[src/design/fault_supervisor_pkg.sv]
// Package with the timing, code and state definitions of the regulator fault supervisor.
package fault_supervisor_pkg;
  localparam int CLK_PERIOD_PS = 5000;
  localparam int READY_DELAY_NS = 85000;
  localparam int READY_DELAY_CYCLES = (READY_DELAY_NS * 1000 + CLK_PERIOD_PS - 1) / CLK_PERIOD_PS;
  localparam int PWM_RESPONSE_NS = 20;
  localparam int PWM_RESPONSE_CYCLES = (PWM_RESPONSE_NS * 1000) / CLK_PERIOD_PS;
  localparam int HICCUP_SWITCH_CYCLES = 4096;
  localparam int PHASE_COUNT = 6;
  localparam int VID_WIDTH = 8;
  localparam logic [7:0] VID_OFF_CODE_A = 8'hFE;
  localparam logic [7:0] VID_OFF_CODE_B = 8'hFF;

  typedef enum logic [2:0] {
    ST_SHUTDOWN = 3'b000,
    ST_SOFT_START = 3'b001,
    ST_READY_WAIT = 3'b010,
    ST_RUN = 3'b011,
    ST_HICCUP = 3'b100,
    ST_VID_OFF = 3'b101,
    ST_OV_LATCHED = 3'b110
  } sup_state_e;
endpackage

[src/design/peak_limit_if.sv]
// Interface between the supervisor and its per-channel peak current limiter.
`timescale 1ns/1ps
`default_nettype none
interface peak_limit_if #(
  parameter int N = 6
);
  logic switch_tick;
  logic [N-1:0] pwm_request;
  logic [N-1:0] peak_over;
  logic [N-1:0] pwm_allowed;

  modport limiter (input switch_tick, input pwm_request, input peak_over, output pwm_allowed);
  modport supervisor (output switch_tick, output pwm_request, output peak_over, input pwm_allowed);
endinterface
`default_nettype wire

[src/design/regulator_fault_supervisor.sv]
// Fault supervisor: ready output, undervoltage, overvoltage, overcurrent and thermal alarms.
// Notes on behaviour
// - Ready low in shutdown, high after soft-start plus delay.
// - Ready drops on any fault, disable or off-code.
// - Undervoltage below half the VOLTAGE_ID_CODE voltage.
// - Undervoltage clears at six tenths of VOLTAGE_ID_CODE.
// - Overvoltage monitor active right after power-on reset.
// - Fixed 1.275 V trip before valid VOLTAGE_ID_CODE.
// - Trip becomes VOLTAGE_ID_CODE plus 175 mV once valid.
// - Overvoltage start drives all PWM low fast.
// - Below reference plus 75 mV, PWM goes high impedance.
// - Recurring overvoltage alternates low and high impedance.
// - Overvoltage latches off until enable or supply cycles.
// - VOLTAGE_ID_CODE changes never clear the overvoltage latch.
// - Averaged current above 85 uA starts shutdown.
// - Overcurrent puts all PWM high impedance fast.
// - Hold off 4096 switching cycles, then retry soft-start.
// - Trip and retry repeats while overcurrent persists.
// - Channel over 120 uA blanked rest of cycle.
// - Blanked channel resumes next cycle if current low.
// - Peak limit never shuts down the converter.
// - Thermal alarms valid when enabled, open-drain outputs.
// - Cooling request sets below 33%, clears above 39%.
// - Over-temperature sets below 28%, clears above 33%.
// - Ready delay is typically 85 microseconds.
// - Off-code shuts down until supply or enable cycles.
`timescale 1ns/1ps
`default_nettype none
module regulator_fault_supervisor #(
  parameter int N = fault_supervisor_pkg::PHASE_COUNT,
  parameter int READY_DELAY_CYCLES = fault_supervisor_pkg::READY_DELAY_CYCLES,
  parameter int HICCUP_CYCLES = fault_supervisor_pkg::HICCUP_SWITCH_CYCLES
) (
  input wire logic sys_clk,
  input wire logic rst_n,
  input wire logic supply_ok_in,
  input wire logic power_enable_in,
  input wire logic termination_rail_enable_in,
  input wire logic [fault_supervisor_pkg::VID_WIDTH-1:0] voltage_id_code,
  input wire logic soft_start_done_in,
  input wire logic switch_cycle_tick_in,
  input wire logic [N-1:0] pwm_request_in,
  input wire logic sense_below_half_vid_in,
  input wire logic sense_above_six_tenths_vid_in,
  input wire logic sense_above_fixed_trip_in,
  input wire logic sense_above_vid_trip_in,
  input wire logic differential_sense_below_ref_in,
  input wire logic averaged_channel_current_over_in,
  input wire logic [N-1:0] channel_peak_over_in,
  input wire logic thermal_sense_below_33_in,
  input wire logic thermal_sense_above_39_in,
  input wire logic thermal_sense_below_28_in,
  input wire logic thermal_sense_above_33_in,
  output logic soft_start_run_out,
  output logic [N-1:0] pwm_out,
  output logic [N-1:0] pwm_oe,
  output logic regulator_ready_out,
  output logic regulator_ready_oe,
  output logic overvoltage_guard,
  output logic cooling_request_out,
  output logic cooling_request_oe,
  output logic overtemp_alarm_out,
  output logic overtemp_alarm_oe
);
  localparam int DLY_W = $clog2(READY_DELAY_CYCLES + 1);
  localparam int HIC_W = $clog2(HICCUP_CYCLES + 1);
  localparam logic [DLY_W-1:0] DLY_LAST = DLY_W'(READY_DELAY_CYCLES - 1);
  localparam logic [HIC_W-1:0] HIC_LAST = HIC_W'(HICCUP_CYCLES - 1);

  function automatic logic is_off_code(input logic [fault_supervisor_pkg::VID_WIDTH-1:0] code);
    is_off_code = (code == fault_supervisor_pkg::VID_OFF_CODE_A) ||
                  (code == fault_supervisor_pkg::VID_OFF_CODE_B);
  endfunction

  fault_supervisor_pkg::sup_state_e state_q;
  fault_supervisor_pkg::sup_state_e state_d;
  logic enabled;
  logic vid_valid_q;
  logic ov_trip;
  logic ov_latched_q;
  logic ov_drive_low_q;
  logic uv_q;
  logic [DLY_W-1:0] delay_cnt_q;
  logic [HIC_W-1:0] hiccup_cnt_q;
  logic regulating;
  logic [N-1:0] pwm_gated;
  logic fan_q;
  logic hot_q;

  assign enabled = supply_ok_in & power_enable_in & termination_rail_enable_in;

  // Trip level: fixed until a valid code has been seen while enabled, then VOLTAGE_ID_CODE plus margin.
  assign ov_trip = vid_valid_q ? sense_above_vid_trip_in : sense_above_fixed_trip_in;

  always_ff @(posedge sys_clk or negedge rst_n) begin
    if (!rst_n) begin
      vid_valid_q <= 1'b0;
    end else if (!enabled) begin
      vid_valid_q <= 1'b0;
    end else if (!is_off_code(voltage_id_code)) begin
      vid_valid_q <= 1'b1;
    end
  end

  // The latch arms from reset release regardless of enable and clears only while disabled.
  always_ff @(posedge sys_clk or negedge rst_n) begin
    if (!rst_n) begin
      ov_latched_q <= 1'b0;
    end else if (ov_trip) begin
      ov_latched_q <= 1'b1;
    end else if (!enabled) begin
      ov_latched_q <= 1'b0;
    end
  end

  // Low drive starts on every trip and ends once the differential sense is near reference.
  always_ff @(posedge sys_clk or negedge rst_n) begin
    if (!rst_n) begin
      ov_drive_low_q <= 1'b0;
    end else if (ov_trip) begin
      ov_drive_low_q <= 1'b1;
    end else if (differential_sense_below_ref_in || !ov_latched_q) begin
      ov_drive_low_q <= 1'b0;
    end
  end

  // Undervoltage flag with hysteresis between the two thresholds.
  always_ff @(posedge sys_clk or negedge rst_n) begin
    if (!rst_n) begin
      uv_q <= 1'b0;
    end else if (sense_below_half_vid_in) begin
      uv_q <= 1'b1;
    end else if (sense_above_six_tenths_vid_in) begin
      uv_q <= 1'b0;
    end
  end

  always_comb begin
    state_d = state_q;
    case (state_q)
      fault_supervisor_pkg::ST_SHUTDOWN: begin
        if (enabled) begin
          state_d = is_off_code(voltage_id_code) ? fault_supervisor_pkg::ST_VID_OFF
                                                 : fault_supervisor_pkg::ST_SOFT_START;
        end
      end
      fault_supervisor_pkg::ST_SOFT_START: begin
        if (soft_start_done_in) begin
          state_d = fault_supervisor_pkg::ST_READY_WAIT;
        end
      end
      fault_supervisor_pkg::ST_READY_WAIT: begin
        if (delay_cnt_q == DLY_LAST) begin
          state_d = fault_supervisor_pkg::ST_RUN;
        end
      end
      fault_supervisor_pkg::ST_RUN: begin
        state_d = fault_supervisor_pkg::ST_RUN;
      end
      fault_supervisor_pkg::ST_HICCUP: begin
        if (switch_cycle_tick_in && hiccup_cnt_q == HIC_LAST) begin
          state_d = fault_supervisor_pkg::ST_SOFT_START;
        end
      end
      fault_supervisor_pkg::ST_VID_OFF: begin
        state_d = fault_supervisor_pkg::ST_VID_OFF;
      end
      fault_supervisor_pkg::ST_OV_LATCHED: begin
        state_d = fault_supervisor_pkg::ST_OV_LATCHED;
      end
      default: begin
        state_d = fault_supervisor_pkg::ST_SHUTDOWN;
      end
    endcase
    if (regulating && averaged_channel_current_over_in) begin
      state_d = fault_supervisor_pkg::ST_HICCUP;
    end
    if (regulating && is_off_code(voltage_id_code)) begin
      state_d = fault_supervisor_pkg::ST_VID_OFF;
    end
    if (enabled && (ov_trip || ov_latched_q)) begin
      state_d = fault_supervisor_pkg::ST_OV_LATCHED;
    end
    if (!enabled) begin
      state_d = fault_supervisor_pkg::ST_SHUTDOWN;
    end
  end

  assign regulating = (state_q == fault_supervisor_pkg::ST_SOFT_START) ||
                      (state_q == fault_supervisor_pkg::ST_READY_WAIT) ||
                      (state_q == fault_supervisor_pkg::ST_RUN);

  always_ff @(posedge sys_clk or negedge rst_n) begin
    if (!rst_n) begin
      state_q <= fault_supervisor_pkg::ST_SHUTDOWN;
    end else begin
      state_q <= state_d;
    end
  end

  // Ready delay counter runs only while waiting after the soft-start ramp.
  always_ff @(posedge sys_clk or negedge rst_n) begin
    if (!rst_n) begin
      delay_cnt_q <= '0;
    end else if (state_q == fault_supervisor_pkg::ST_READY_WAIT) begin
      delay_cnt_q <= delay_cnt_q + DLY_W'(1);
    end else begin
      delay_cnt_q <= '0;
    end
  end

  // Hiccup counter advances once per switching period and restarts at each trip.
  always_ff @(posedge sys_clk or negedge rst_n) begin
    if (!rst_n) begin
      hiccup_cnt_q <= '0;
    end else if (state_q != fault_supervisor_pkg::ST_HICCUP) begin
      hiccup_cnt_q <= '0;
    end else if (switch_cycle_tick_in) begin
      hiccup_cnt_q <= hiccup_cnt_q + HIC_W'(1);
    end
  end

  peak_limit_if #(.N(N)) plim ();
  assign plim.switch_tick = switch_cycle_tick_in;
  assign plim.pwm_request = pwm_request_in;
  assign plim.peak_over = channel_peak_over_in;
  assign pwm_gated = plim.pwm_allowed;

  peak_current_limiter #(.N(N)) u_limiter (
    .sys_clk(sys_clk),
    .rst_n(rst_n),
    .lim(plim.limiter)
  );

  // PWM drive: overvoltage low drive wins, faults release, regulating passes limited PWM.
  always_ff @(posedge sys_clk or negedge rst_n) begin
    if (!rst_n) begin
      pwm_out <= '0;
      pwm_oe <= '0;
    end else if (ov_trip || ov_drive_low_q) begin
      pwm_out <= '0;
      pwm_oe <= '1;
    end else if (ov_latched_q || !regulating || averaged_channel_current_over_in) begin
      pwm_out <= '0;
      pwm_oe <= '0;
    end else begin
      pwm_out <= pwm_gated;
      pwm_oe <= '1;
    end
  end

  always_ff @(posedge sys_clk or negedge rst_n) begin
    if (!rst_n) begin
      soft_start_run_out <= 1'b0;
    end else begin
      soft_start_run_out <= (state_d == fault_supervisor_pkg::ST_SOFT_START);
    end
  end

  // Ready is an open-drain pin: pulled low unless running clean.
  always_ff @(posedge sys_clk or negedge rst_n) begin
    if (!rst_n) begin
      regulator_ready_out <= 1'b0;
      regulator_ready_oe <= 1'b1;
    end else begin
      regulator_ready_out <= 1'b0;
      regulator_ready_oe <= !((state_d == fault_supervisor_pkg::ST_RUN) && !uv_q &&
                              !sense_below_half_vid_in);
    end
  end

  always_ff @(posedge sys_clk or negedge rst_n) begin
    if (!rst_n) begin
      overvoltage_guard <= 1'b0;
    end else begin
      overvoltage_guard <= ov_trip || ov_latched_q;
    end
  end

  // Thermal comparators with hysteresis, cleared while the controller is disabled.
  always_ff @(posedge sys_clk or negedge rst_n) begin
    if (!rst_n) begin
      fan_q <= 1'b0;
      hot_q <= 1'b0;
    end else if (!enabled) begin
      fan_q <= 1'b0;
      hot_q <= 1'b0;
    end else begin
      if (thermal_sense_below_33_in) begin
        fan_q <= 1'b1;
      end else if (thermal_sense_above_39_in) begin
        fan_q <= 1'b0;
      end
      if (thermal_sense_below_28_in) begin
        hot_q <= 1'b1;
      end else if (thermal_sense_above_33_in) begin
        hot_q <= 1'b0;
      end
    end
  end

  // Open-drain alarms: asserted means released high, otherwise pulled low.
  always_ff @(posedge sys_clk or negedge rst_n) begin
    if (!rst_n) begin
      cooling_request_out <= 1'b0;
      cooling_request_oe <= 1'b1;
      overtemp_alarm_out <= 1'b0;
      overtemp_alarm_oe <= 1'b1;
    end else begin
      cooling_request_out <= 1'b0;
      cooling_request_oe <= !fan_q;
      overtemp_alarm_out <= 1'b0;
      overtemp_alarm_oe <= !hot_q;
    end
  end
endmodule
`default_nettype wire

[src/design/peak_current_limiter.sv]
// Per-channel peak current limiter that blanks a phase for the rest of its switching cycle.
`timescale 1ns/1ps
`default_nettype none
module peak_current_limiter #(
  parameter int N = 6
) (
  input wire logic sys_clk,
  input wire logic rst_n,
  peak_limit_if.limiter lim
);
  logic [N-1:0] blanked_q;

  genvar g;
  generate
    for (g = 0; g < N; g++) begin : g_chan
      // A trip blanks the channel; the next cycle start releases it only if current is low.
      always_ff @(posedge sys_clk or negedge rst_n) begin
        if (!rst_n) begin
          blanked_q[g] <= 1'b0;
        end else if (lim.peak_over[g]) begin
          blanked_q[g] <= 1'b1;
        end else if (lim.switch_tick) begin
          blanked_q[g] <= 1'b0;
        end
      end
      assign lim.pwm_allowed[g] = lim.pwm_request[g] & ~blanked_q[g] & ~lim.peak_over[g];
    end
  endgenerate
endmodule
`default_nettype wire

[config.mk]
export PLATFORM = sky130hd
export DESIGN_NAME = regulator_fault_supervisor
export DESIGN_NICKNAME = d
export VERILOG_FILES = /design/src/design/fault_supervisor_pkg.sv /design/src/design/peak_limit_if.sv /design/src/design/regulator_fault_supervisor.sv /design/src/design/peak_current_limiter.sv
export SDC_FILE = /design/constraint.sdc
export NUM_CORES = 1
export LEC_CHECK = 0
export BUFFER_PORTS_ARGS = -buffer_cell sky130_fd_sc_hd__buf_2
export CORE_MARGIN = 5
export CORE_UTILIZATION = 35
export CTS_CLUSTER_DIAMETER = 80
export DETAILED_ROUTE_END_ITERATION = 10
export PLACE_DENSITY = 0.68
export SETUP_SLACK_MARGIN = 0.5
export SKIP_CTS_REPAIR_TIMING = 1
export SLEW_MARGIN = 20
export SYNTH_ARGS = -nofsm -noshare
export SYNTH_HDL_FRONTEND = slang
export SYNTH_SLANG_ARGS = --single-unit
[constraint.sdc]
create_clock -name sys_clk -period 2.15 [get_ports sys_clk]
set_input_delay 0.43 -clock sys_clk [delete_from_list [all_inputs] [get_ports sys_clk]]
set_output_delay 0.43 -clock sys_clk [all_outputs]
set_load 0.005 [all_outputs]
Word-level counts from Yosys, hierarchy flattened. Cells that the tools add are included.

Bits in registers: 60.

Reductions and logical operators: 31. Equal/unequal tests: 17. Mux-type cells: 38. Bitwise operators: 26. Add/sub/neg operators: 2.

Operators with widths (number): 13-bit two-way mux (2); 3-bit two-way mux (8); 6-bit two-way mux (4); 1-bit two-way mux (22); 3-bit one-hot mux with 7 select lines (1); 2-bit nonzero test (9); 8-bit == test (second input constant) (2); 15-bit by 1-bit adder with 15-bit output (second input constant) (1); 15-bit == test (second input constant) (1); 15-bit two-way mux (1); 1-bit bitwise AND (14); 13-bit by 1-bit adder with 13-bit output (second input constant) (1); 13-bit by 12-bit == test with 1-bit output (second input constant) (1); 1-bit inverter (12); 3-bit by 2-bit == test with 1-bit output (second input constant) (3); 3-bit == test (second input constant) (3); 3-bit inequality test (second input constant) (3); 1-bit logical OR (8); 1-bit zero test (7); 3-bit by 1-bit == test with 1-bit output (second input constant) (2); 1-bit logical AND (6); 3-bit zero test (1); 2-bit by 1-bit inequality test with 1-bit output (second input constant) (1); 2-bit inequality test (second input constant) (1).

Logic depth before layout (Yosys ltp). Gate-level depths: netlist of the first run.

Depth after elaboration: 12. Mapped depth: 6. Gate-level depth less buffers: 6.

Modules after synthesis. From an unflattened synthesis of the first run, not the netlist that was laid out.

Cells, all modules: 252. Area total of the unflattened synthesis: 2618.8 um2.

Modules (own cells, without submodules): regulator_fault_supervisor (cells an instance 233, sequential area each 1229.9 um2, area an instance 2374.8 um2, instances 1); peak_current_limiter (cells an instance 19, sequential area each 150.1 um2, area an instance 244.0 um2, instances 1).

Worst setup path after synthesis of the first run. Ideal clock, no wire load.

Path type: reg2reg. Start point: register delay_cnt_q[0]. End point: register soft_start_run_out. Library setup time: 0.067 ns. Cell stages (with the launch flop): 6. Arrival time: 1.682 ns. Clock period less this slack: 1.749 ns. Path buffers: 0. Path slack: 0.401 ns. Path through: dfrtp_1 > ha_1 > or4b_2 > nor4_4 > o31a_1 > o2111a_1.

Cells in the longest elaborated chain, start to end: 8.

RTL lines: start, declared (RTL line regulator_fault_supervisor.sv:83) `logic [DLY_W-1:0] delay_cnt_q;`; start signal, assigned (RTL line regulator_fault_supervisor.sv:206) `delay_cnt_q <= delay_cnt_q + DLY_W'(1);`; 15-bit == test (RTL line regulator_fault_supervisor.sv:153) `if (delay_cnt_q == DLY_LAST) begin`; 3-bit two-way mux (RTL line regulator_fault_supervisor.sv:153); 3-bit one-hot mux with 7 select lines (RTL line regulator_fault_supervisor.sv:140) `case (state_q)`; 3-bit two-way mux (RTL line regulator_fault_supervisor.sv:175) `if (regulating && averaged_channel_current_over_in) begin`; 3-bit two-way mux (RTL line regulator_fault_supervisor.sv:178) `if (regulating && is_off_code(voltage_id_code)) begin`; 3-bit two-way mux (RTL line regulator_fault_supervisor.sv:181) `if (enabled && (ov_trip || ov_latched_q)) begin`; 3-bit two-way mux (RTL line regulator_fault_supervisor.sv:184) `if (!enabled) begin`; 3-bit by 1-bit == test with 1-bit output (RTL line regulator_fault_supervisor.sv:256) `soft_start_run_out <= (state_d == fault_supervisor_pkg::ST_SOFT_START);`; end signal, assigned (RTL line regulator_fault_supervisor.sv:256); end, declared (RTL line regulator_fault_supervisor.sv:54) `output logic soft_start_run_out,`.

Every way passes these cells. A chain may end at the register's enable or synchronous reset.

Final worst setup path of the first run. Ends and elaborated chain as after synthesis.

==> impl_metrics.py, run 1 <==
metrics = {
    "clocking": {
        "cts.sinks": 55,
        "clkTransAtPathRegs_ns": 0.12,
        "clk_path_buf_depth": 2,
        "cts_tree": "yes",
        "htreeDepth": 2,
        "clock_latency_ns": 0.32,
        "cts_buffers": 5,
        "clock-root-buffer": "clkbuf_8",
    },
    "power": {
        "combPwrFrac": 0.075,
        "p_sw_uw": 461.2,
        "swShare": 0.2521,
        "clockPowerShare": 0.340,
        "p_int_uw": 1369,
        "p_leak_uw": 0.001370,
        "power.density_nw_per_um2": 594.7,
        "irDropWorstVdd_v": 0.0003104,
        "seq_power_share": 0.585,
    },
    "yosys": {
        "syn_inst": 235,
        "syn-cell-area_um2": 2496,
        "ys_async_sr_fraction": 1.000,
        "syn_avg_cell_area_um2": 10.62,
        "synth_edf_count": 0,
        "synth-seq-cells": 55,
        "ys.flop_type": "dfrtp_1",
        "ys_types": 44,
        "ys.warnings.count": 0,
        "yosysSeqAreaShare": 0.5529,
    },
    "detailed_routing": {
        "drt_drc_violations_left": 0,
        "viasPerCell": 4.751,
        "drt_pass1_iterations": 4,
        "drtAntennaViolNets": 0,
        "detail_route.wl_per_cell_um": 12.93,
        "first_iter_violations": 118,
        "wirelength_um": 5095,
        "vias": 1872,
    },
    "global_routing": {
        "grt-ovfl-total": 0,
        "grt_max_degree": 23,
        "grt_pass1_vias": 1832,
        "antenna_found_initial": 0,
        "grt_usage": 0.1180,
        "grt_pass1_wl_um": 8411,
    },
    "finish": {
        "syn2layout_area_growth_pct": 23.26,
        "nets": 336,
        "final_cells": 394,
        "antenna_cells": 0,
        "drive_gt1_frac": 0.3121,
        "fillCellCount": 663,
        "layout_commonest_cell": "buf_2",
        "final_util": 0.4479,
        "final_cell_mix": "buf_2, dfrtp_1, nor2_1",
    },
    "sta": {
        "timing.final.crit_share": 0.7857,
        "slew_viol_final": 0,
        "clock_skew_ns": 0.01779,
        "period_minus_slack_ns": 1.689,
        "rsz0062_at_grt": "yes",
        "setup-tns-final_ns": 0,
        "finalSetupViolCount": 0,
        "hold_viol": 0,
        "finalWorstSetupSlack_ns": 0.4608,
        "fmax_mhz": 592.0,
    },
    "critical_path": {
        "worst-path-stages": 5,
        "r2r_end": "soft_start_run_out",
        "crit_chain": "ha_4 -> or4b_4 -> nor4_4 -> o31a_1 -> o2111a_1",
        "regToRegSetupSlack_ns": 0.46,
        "cp.arrival_ns": 1.96,
        "cp-start-kind": "flop",
        "timing.rr.start": "delay_cnt_q[0]",
        "critPathRequiredTime_ns": 2.42,
        "critPathMaxFanout": 4,
        "crit_buf_inv": 0,
        "crit_path_end_kind": "flop",
        "r2r_cells": 5,
        "path_class": "flop to flop",
        "cp_slowest_stage_delay_ns": 0.47,
        "cpLargestDelayFamily": "simple AND/OR/NAND/NOR gates",
        "slowest_stage": "or4b_4",
    },
    "run_status": {
        "run_status": "finished clean",
    },
    "die": {
        "dieArea_um2": 8921,
        "core-area_um2": 6869,
        "die_w_um": 94.45,
        "ios": 57,
        "die_h_um": 94.45,
        "start_util": 0.3634,
        "rows": 30,
    },
    "place": {
        "pre_cts_ws_ns": 0.3013,
        "gp_congestion": 0.7513,
        "port-buffer-count": 52,
        "dp_hpwl_um": 3553,
        "post-place-cells": 376,
    },
    "job": {
        "maxCapViolCount": 0,
    },
    "hold_path": {
        "hold_path_class": "input port to asynchronous set/reset pin",
    },
}
-- metal layers --
metal	vias up	global-route usage	routed length, µm
li1	929	-	-
met4	0	0.03726	34
met5	-	0	0
met3	4	0.03028	197
met1	904	0.1547	2364
met2	35	0.1915	2499
-- synth_stat cells (2+ instances only) --
cell type | instances | area share
nor4b_1 | 7 | 0.025
dfrtp_1 | 52 | 0.52
ha_1 | 2 | 0.010
mux2_2 | 2 | 0.0090
dfstp_2 | 3 | 0.032
buf_4 | 8 | 0.024
nand4_1 | 8 | 0.020
nand2_1 | 13 | 0.020
and3b_1 | 2 | 0.0070
inv_1 | 10 | 0.015
nand3_1 | 11 | 0.022
and4_1 | 2 | 0.0070
or3_1 | 3 | 0.0075
clkbuf_1 | 3 | 0.0045
o21ai_0 | 4 | 0.0080
nor2_1 | 38 | 0.057
nor3_1 | 5 | 0.010
a21o_1 | 7 | 0.021
and3_1 | 2 | 0.0050
a21oi_1 | 8 | 0.016
xor2_1 | 14 | 0.049
xnor2_1 | 8 | 0.028
nand3b_1 | 2 | 0.0060
-- power by group through the flow --
| stage | clock network, µW | logic [µW] | registers, µW |
|---|---|---|---|
| 3_5_place_dp | 0 | 134 | 1090 |
| 3_3_place_gp | 0 | 131 | 1090 |
| 2_1_floorplan | 0 | 69.9 | 1090 |
| 5_1_grt | 701 | 156 | 1070 |
| 6_report | 622 | 137 | 1070 |
| 4_1_cts | 646 | 134 | 1070 |
-- cell families (layout without fill, tap and decap cells) --
| logic type | after synthesis | after routing | share of synthesized area |
|---|---|---|---|
| AO/OA/AOI/OAI | 28 | 28 | 0.07620 |
| multiplexers | 3 | 3 | 0.01303 |
| AND/OR/NAND/NOR | 101 | 101 | 0.2191 |
| adder cells (fa/ha/maj) | 2 | 2 | 0.01002 |
| other | 1 | 3 | 0.001502 |
| flip-flops | 55 | 55 | 0.5529 |
| XOR/XNOR | 22 | 22 | 0.07720 |
| buffers and inverters | 23 | 84 | 0.05013 |
-- sequential cells by signal (all words and copies together), names as in the netlist --
name	cells
soft_start_run_out	1
state_q	3
hot_q	1
pwm_out	6
uv_q	1
ov_latched_q	1
regulator_ready_oe	1
ov_drive_low_q	1
delay_cnt_q	15
overvoltage_guard	1
overtemp_alarm_oe	1
hiccup_cnt_q	13
u_limiter.blanked_q	6
fan_q	1
pwm_oe	1
cooling_request_oe	1
vid_valid_q	1
-- final cells by class --
cell class | instances | area, µm² | share of cell area
multi-input combinational | 159 | 1069 | 0.3473
inverter | 10 | 37.54 | 0.01220
tap | 96 | 120.1 | 0.03904
clock inverter | 3 | 31.28 | 0.01017
sequential | 55 | 1385 | 0.4502
timing repair buffer | 66 | 365.4 | 0.1187
clock buffer | 5 | 68.82 | 0.02237
-- how the worst max path moves through the flow --
stage / start / endpoint
finish: delay_cnt_q[0] / soft_start_run_out
global route: delay_cnt_q[0] / soft_start_run_out
CTS: hiccup_cnt_q[0] / soft_start_run_out
detailed placement: switch_cycle_tick_in / soft_start_run_out
global placement: switch_cycle_tick_in / soft_start_run_out
floorplan: switch_cycle_tick_in / soft_start_run_out
-- through the flow --
stage / area [µm²] / hold slack [ns] / power [µW]
floorplan: 2515 / 0.1344 / 1159
global placement: 2838 / 0.3666 / 1223
detailed placement: 2838 / 0.3715 / 1226
CTS: 2938 / 0.07749 / 1852
global route: 3077 / 0.09637 / 1932
finish: 3077 / 0.06520 / 1830
(Power assumes the default switching activity.)
==> inputs of run 2 (changes only) <==
clock period = 1.75 ns   (was 2.15 ns; I/O delays follow)
==> run 2 against run 1 <==
Utilization grew 3.6 points. Die area is the same. Non-clock buffer count grew 6. Largest power group unchanged. Clock skew shrank 0.0059 ns. Maximum frequency grew 1.2%. Count of clock-buffer cells in the layout is the same. Cell count grew 1.5%. Setup slack lost 0.38 ns. Highest routed layer unchanged. Critical endpoint unchanged.
==> impl_metrics.py, run 2 (synthesis gave the netlist of run 1 again) <==
metrics = {
    "global_routing": {
        "grt_pass1_wl_um": 8273,
        "grt_max_degree": 56,
        "grt_pass1_vias": 1900,
        "antenna_found_initial": 0,
        "grt-ovfl-total": 0,
        "grt_usage": 0.1145,
    },
    "clocking": {
        "clock_latency_ns": 0.31,
        "cts.sinks": 55,
        "htreeDepth": 2,
        "cts_tree": "yes",
        "clock-root-buffer": "clkbuf_8",
        "clk_path_buf_depth": 2,
        "cts_buffers": 5,
        "clkTransAtPathRegs_ns": 0.10,
    },
    "die": {
        "start_util": 0.3634,
        "rows": 30,
        "dieArea_um2": 8921,
        "core-area_um2": 6869,
        "ios": 57,
        "die_h_um": 94.45,
        "die_w_um": 94.45,
    },
    "place": {
        "dp_hpwl_um": 3559,
        "gp_congestion": 0.7283,
        "port-buffer-count": 52,
        "post-place-cells": 382,
    },
    "sta": {
        "clock_skew_ns": 0.01186,
        "slew_viol_final": 0,
        "rsz0062_at_grt": "yes",
        "fmax_mhz": 598.8,
        "period_minus_slack_ns": 1.670,
        "timing.hold.ws_ns": 0.01878,
        "finalSetupViolCount": 0,
        "hold_viol": 0,
        "timing.final.crit_share": 0.9543,
    },
    "detailed_routing": {
        "first_iter_violations": 57,
        "drt_drc_violations_left": 0,
        "wirelength_um": 5173,
        "drt_pass1_iterations": 4,
        "vias": 1915,
        "detail_route.wl_per_cell_um": 12.93,
        "drtAntennaViolNets": 0,
        "viasPerCell": 4.788,
    },
    "critical_path": {
        "critPathMaxFanout": 4,
        "cp_slowest_stage_delay_ns": 0.47,
        "regToRegSetupSlack_ns": 0.08,
        "crit_path_end_kind": "flop",
        "crit_path_start": "delay_cnt_q[1]",
        "timing.rr.start": "delay_cnt_q[1]",
        "r2r_cells": 5,
        "r2r_end": "soft_start_run_out",
        "endpoint": "soft_start_run_out",
        "slowest_stage": "or4b_4",
        "cp-start-kind": "flop",
        "cp.arrival_ns": 1.91,
        "path_class": "flop to flop",
        "critPathRequiredTime_ns": 1.99,
        "crit_chain": "ha_4 -> or4b_4 -> nor4_4 -> o31a_1 -> o2111a_1",
    },
    "finish": {
        "antenna_cells": 0,
        "final_cell_mix": "buf_2, dfrtp_1, nor2_1",
        "largest_reg_flops": 15,
        "final_cells": 400,
        "reg_top3": "delay_cnt_q x15, hiccup_cnt_q x13",
        "max_flop_register": "delay_cnt_q",
        "fillCellCount": 632,
        "drive_gt1_frac": 0.3882,
        "nets": 342,
        "syn2layout_area_growth_pct": 33.08,
        "layout_commonest_cell": "buf_2",
    },
    "job": {
        "maxCapViolCount": 0,
    },
    "power": {
        "p_leak_uw": 0.001481,
        "power.density_nw_per_um2": 708.7,
        "irDropWorstVdd_v": 0.0003815,
    },
    "hold_path": {
        "hold_path_class": "input port to asynchronous set/reset pin",
    },
    "run_status": {
        "run_status": "finished clean",
    },
}
-- run 2: changes by cell type in the layout (fill, tap and decap cells not counted), sizes merged --
cell	change
bufinv	+1
inv	-3
clkinv	+2
buf	+6
-- run 2: how the worst min path moves through the flow --
stage                from                 to  slack [ns]  depth (start not counted)
CTS                 rst_n     delay_cnt_q[8]        0.03                          2
global placement    rst_n          pwm_oe[4]        0.37                          2
detailed placement  rst_n     delay_cnt_q[7]        0.38                          2
floorplan           rst_n     delay_cnt_q[0]        0.05                          0
finish              rst_n  overvoltage_guard        0.02                          2
global route        rst_n     delay_cnt_q[3]        0.05                          2
-- run 2: layout make-up --
class                   instances  area (µm²)  area share
flip-flops and latches         55        1384      0.4166
multi-input cells             159        1224      0.3684
repair buffers                 72       444.2      0.1337
well taps                      96       120.1     0.03616
clock buffers                   5       68.82     0.02072
clock inverters                 3       43.79     0.01318
inverters                      10       37.54     0.01130
-- run 2: power breakdown --
part	switching, µW	total [µW]	internal [µW]
Combinational	102	191	89.4
Sequential	24.6	1320	1300
Clock	414	841	427
Total	541	2350	1810
-- run 2: routing by layer --
layer | GRT usage | vias up | part of all wire
li1 | - | 937 | -
met1 | 0.1372 | 950 | 0.43
met2 | 0.2063 | 22 | 0.53
met3 | 0.02390 | 6 | 0.025
met4 | 0.03365 | 0 | 0.0099
met5 | 0 | - | 0
-- run 2: worst max-delay path, delay by kind of cell (launching register included) --
family,cells,cell delay (ns)
and+or+nand+nor,2,0.62
adders and majority gates,1,0.16
AOI/OAI and AO/OA,2,0.42
DFF,1,0.41
-- run 2: per-stage QoR --
| stage | setup WS [ns] | util | area (µm²) | power, µW | TNS [ns] |
|---|---|---|---|---|---|
| 5_1_grt | -0.01591 | 0.4836 | 3322 | 2463 | -0.01950 |
| 3_5_place_dp | 0.06819 | 0.4290 | 2947 | 1521 | 0 |
| 6_report | 0.08004 | 0.4836 | 3322 | 2354 | 0 |
| 3_3_place_gp | 0.1085 | 0.4290 | 2947 | 1516 | 0 |
| 2_1_floorplan | 0.1870 | - | 2577 | 1431 | 0 |
| 4_1_cts | 0.04611 | 0.4454 | 3059 | 2382 | 0 |
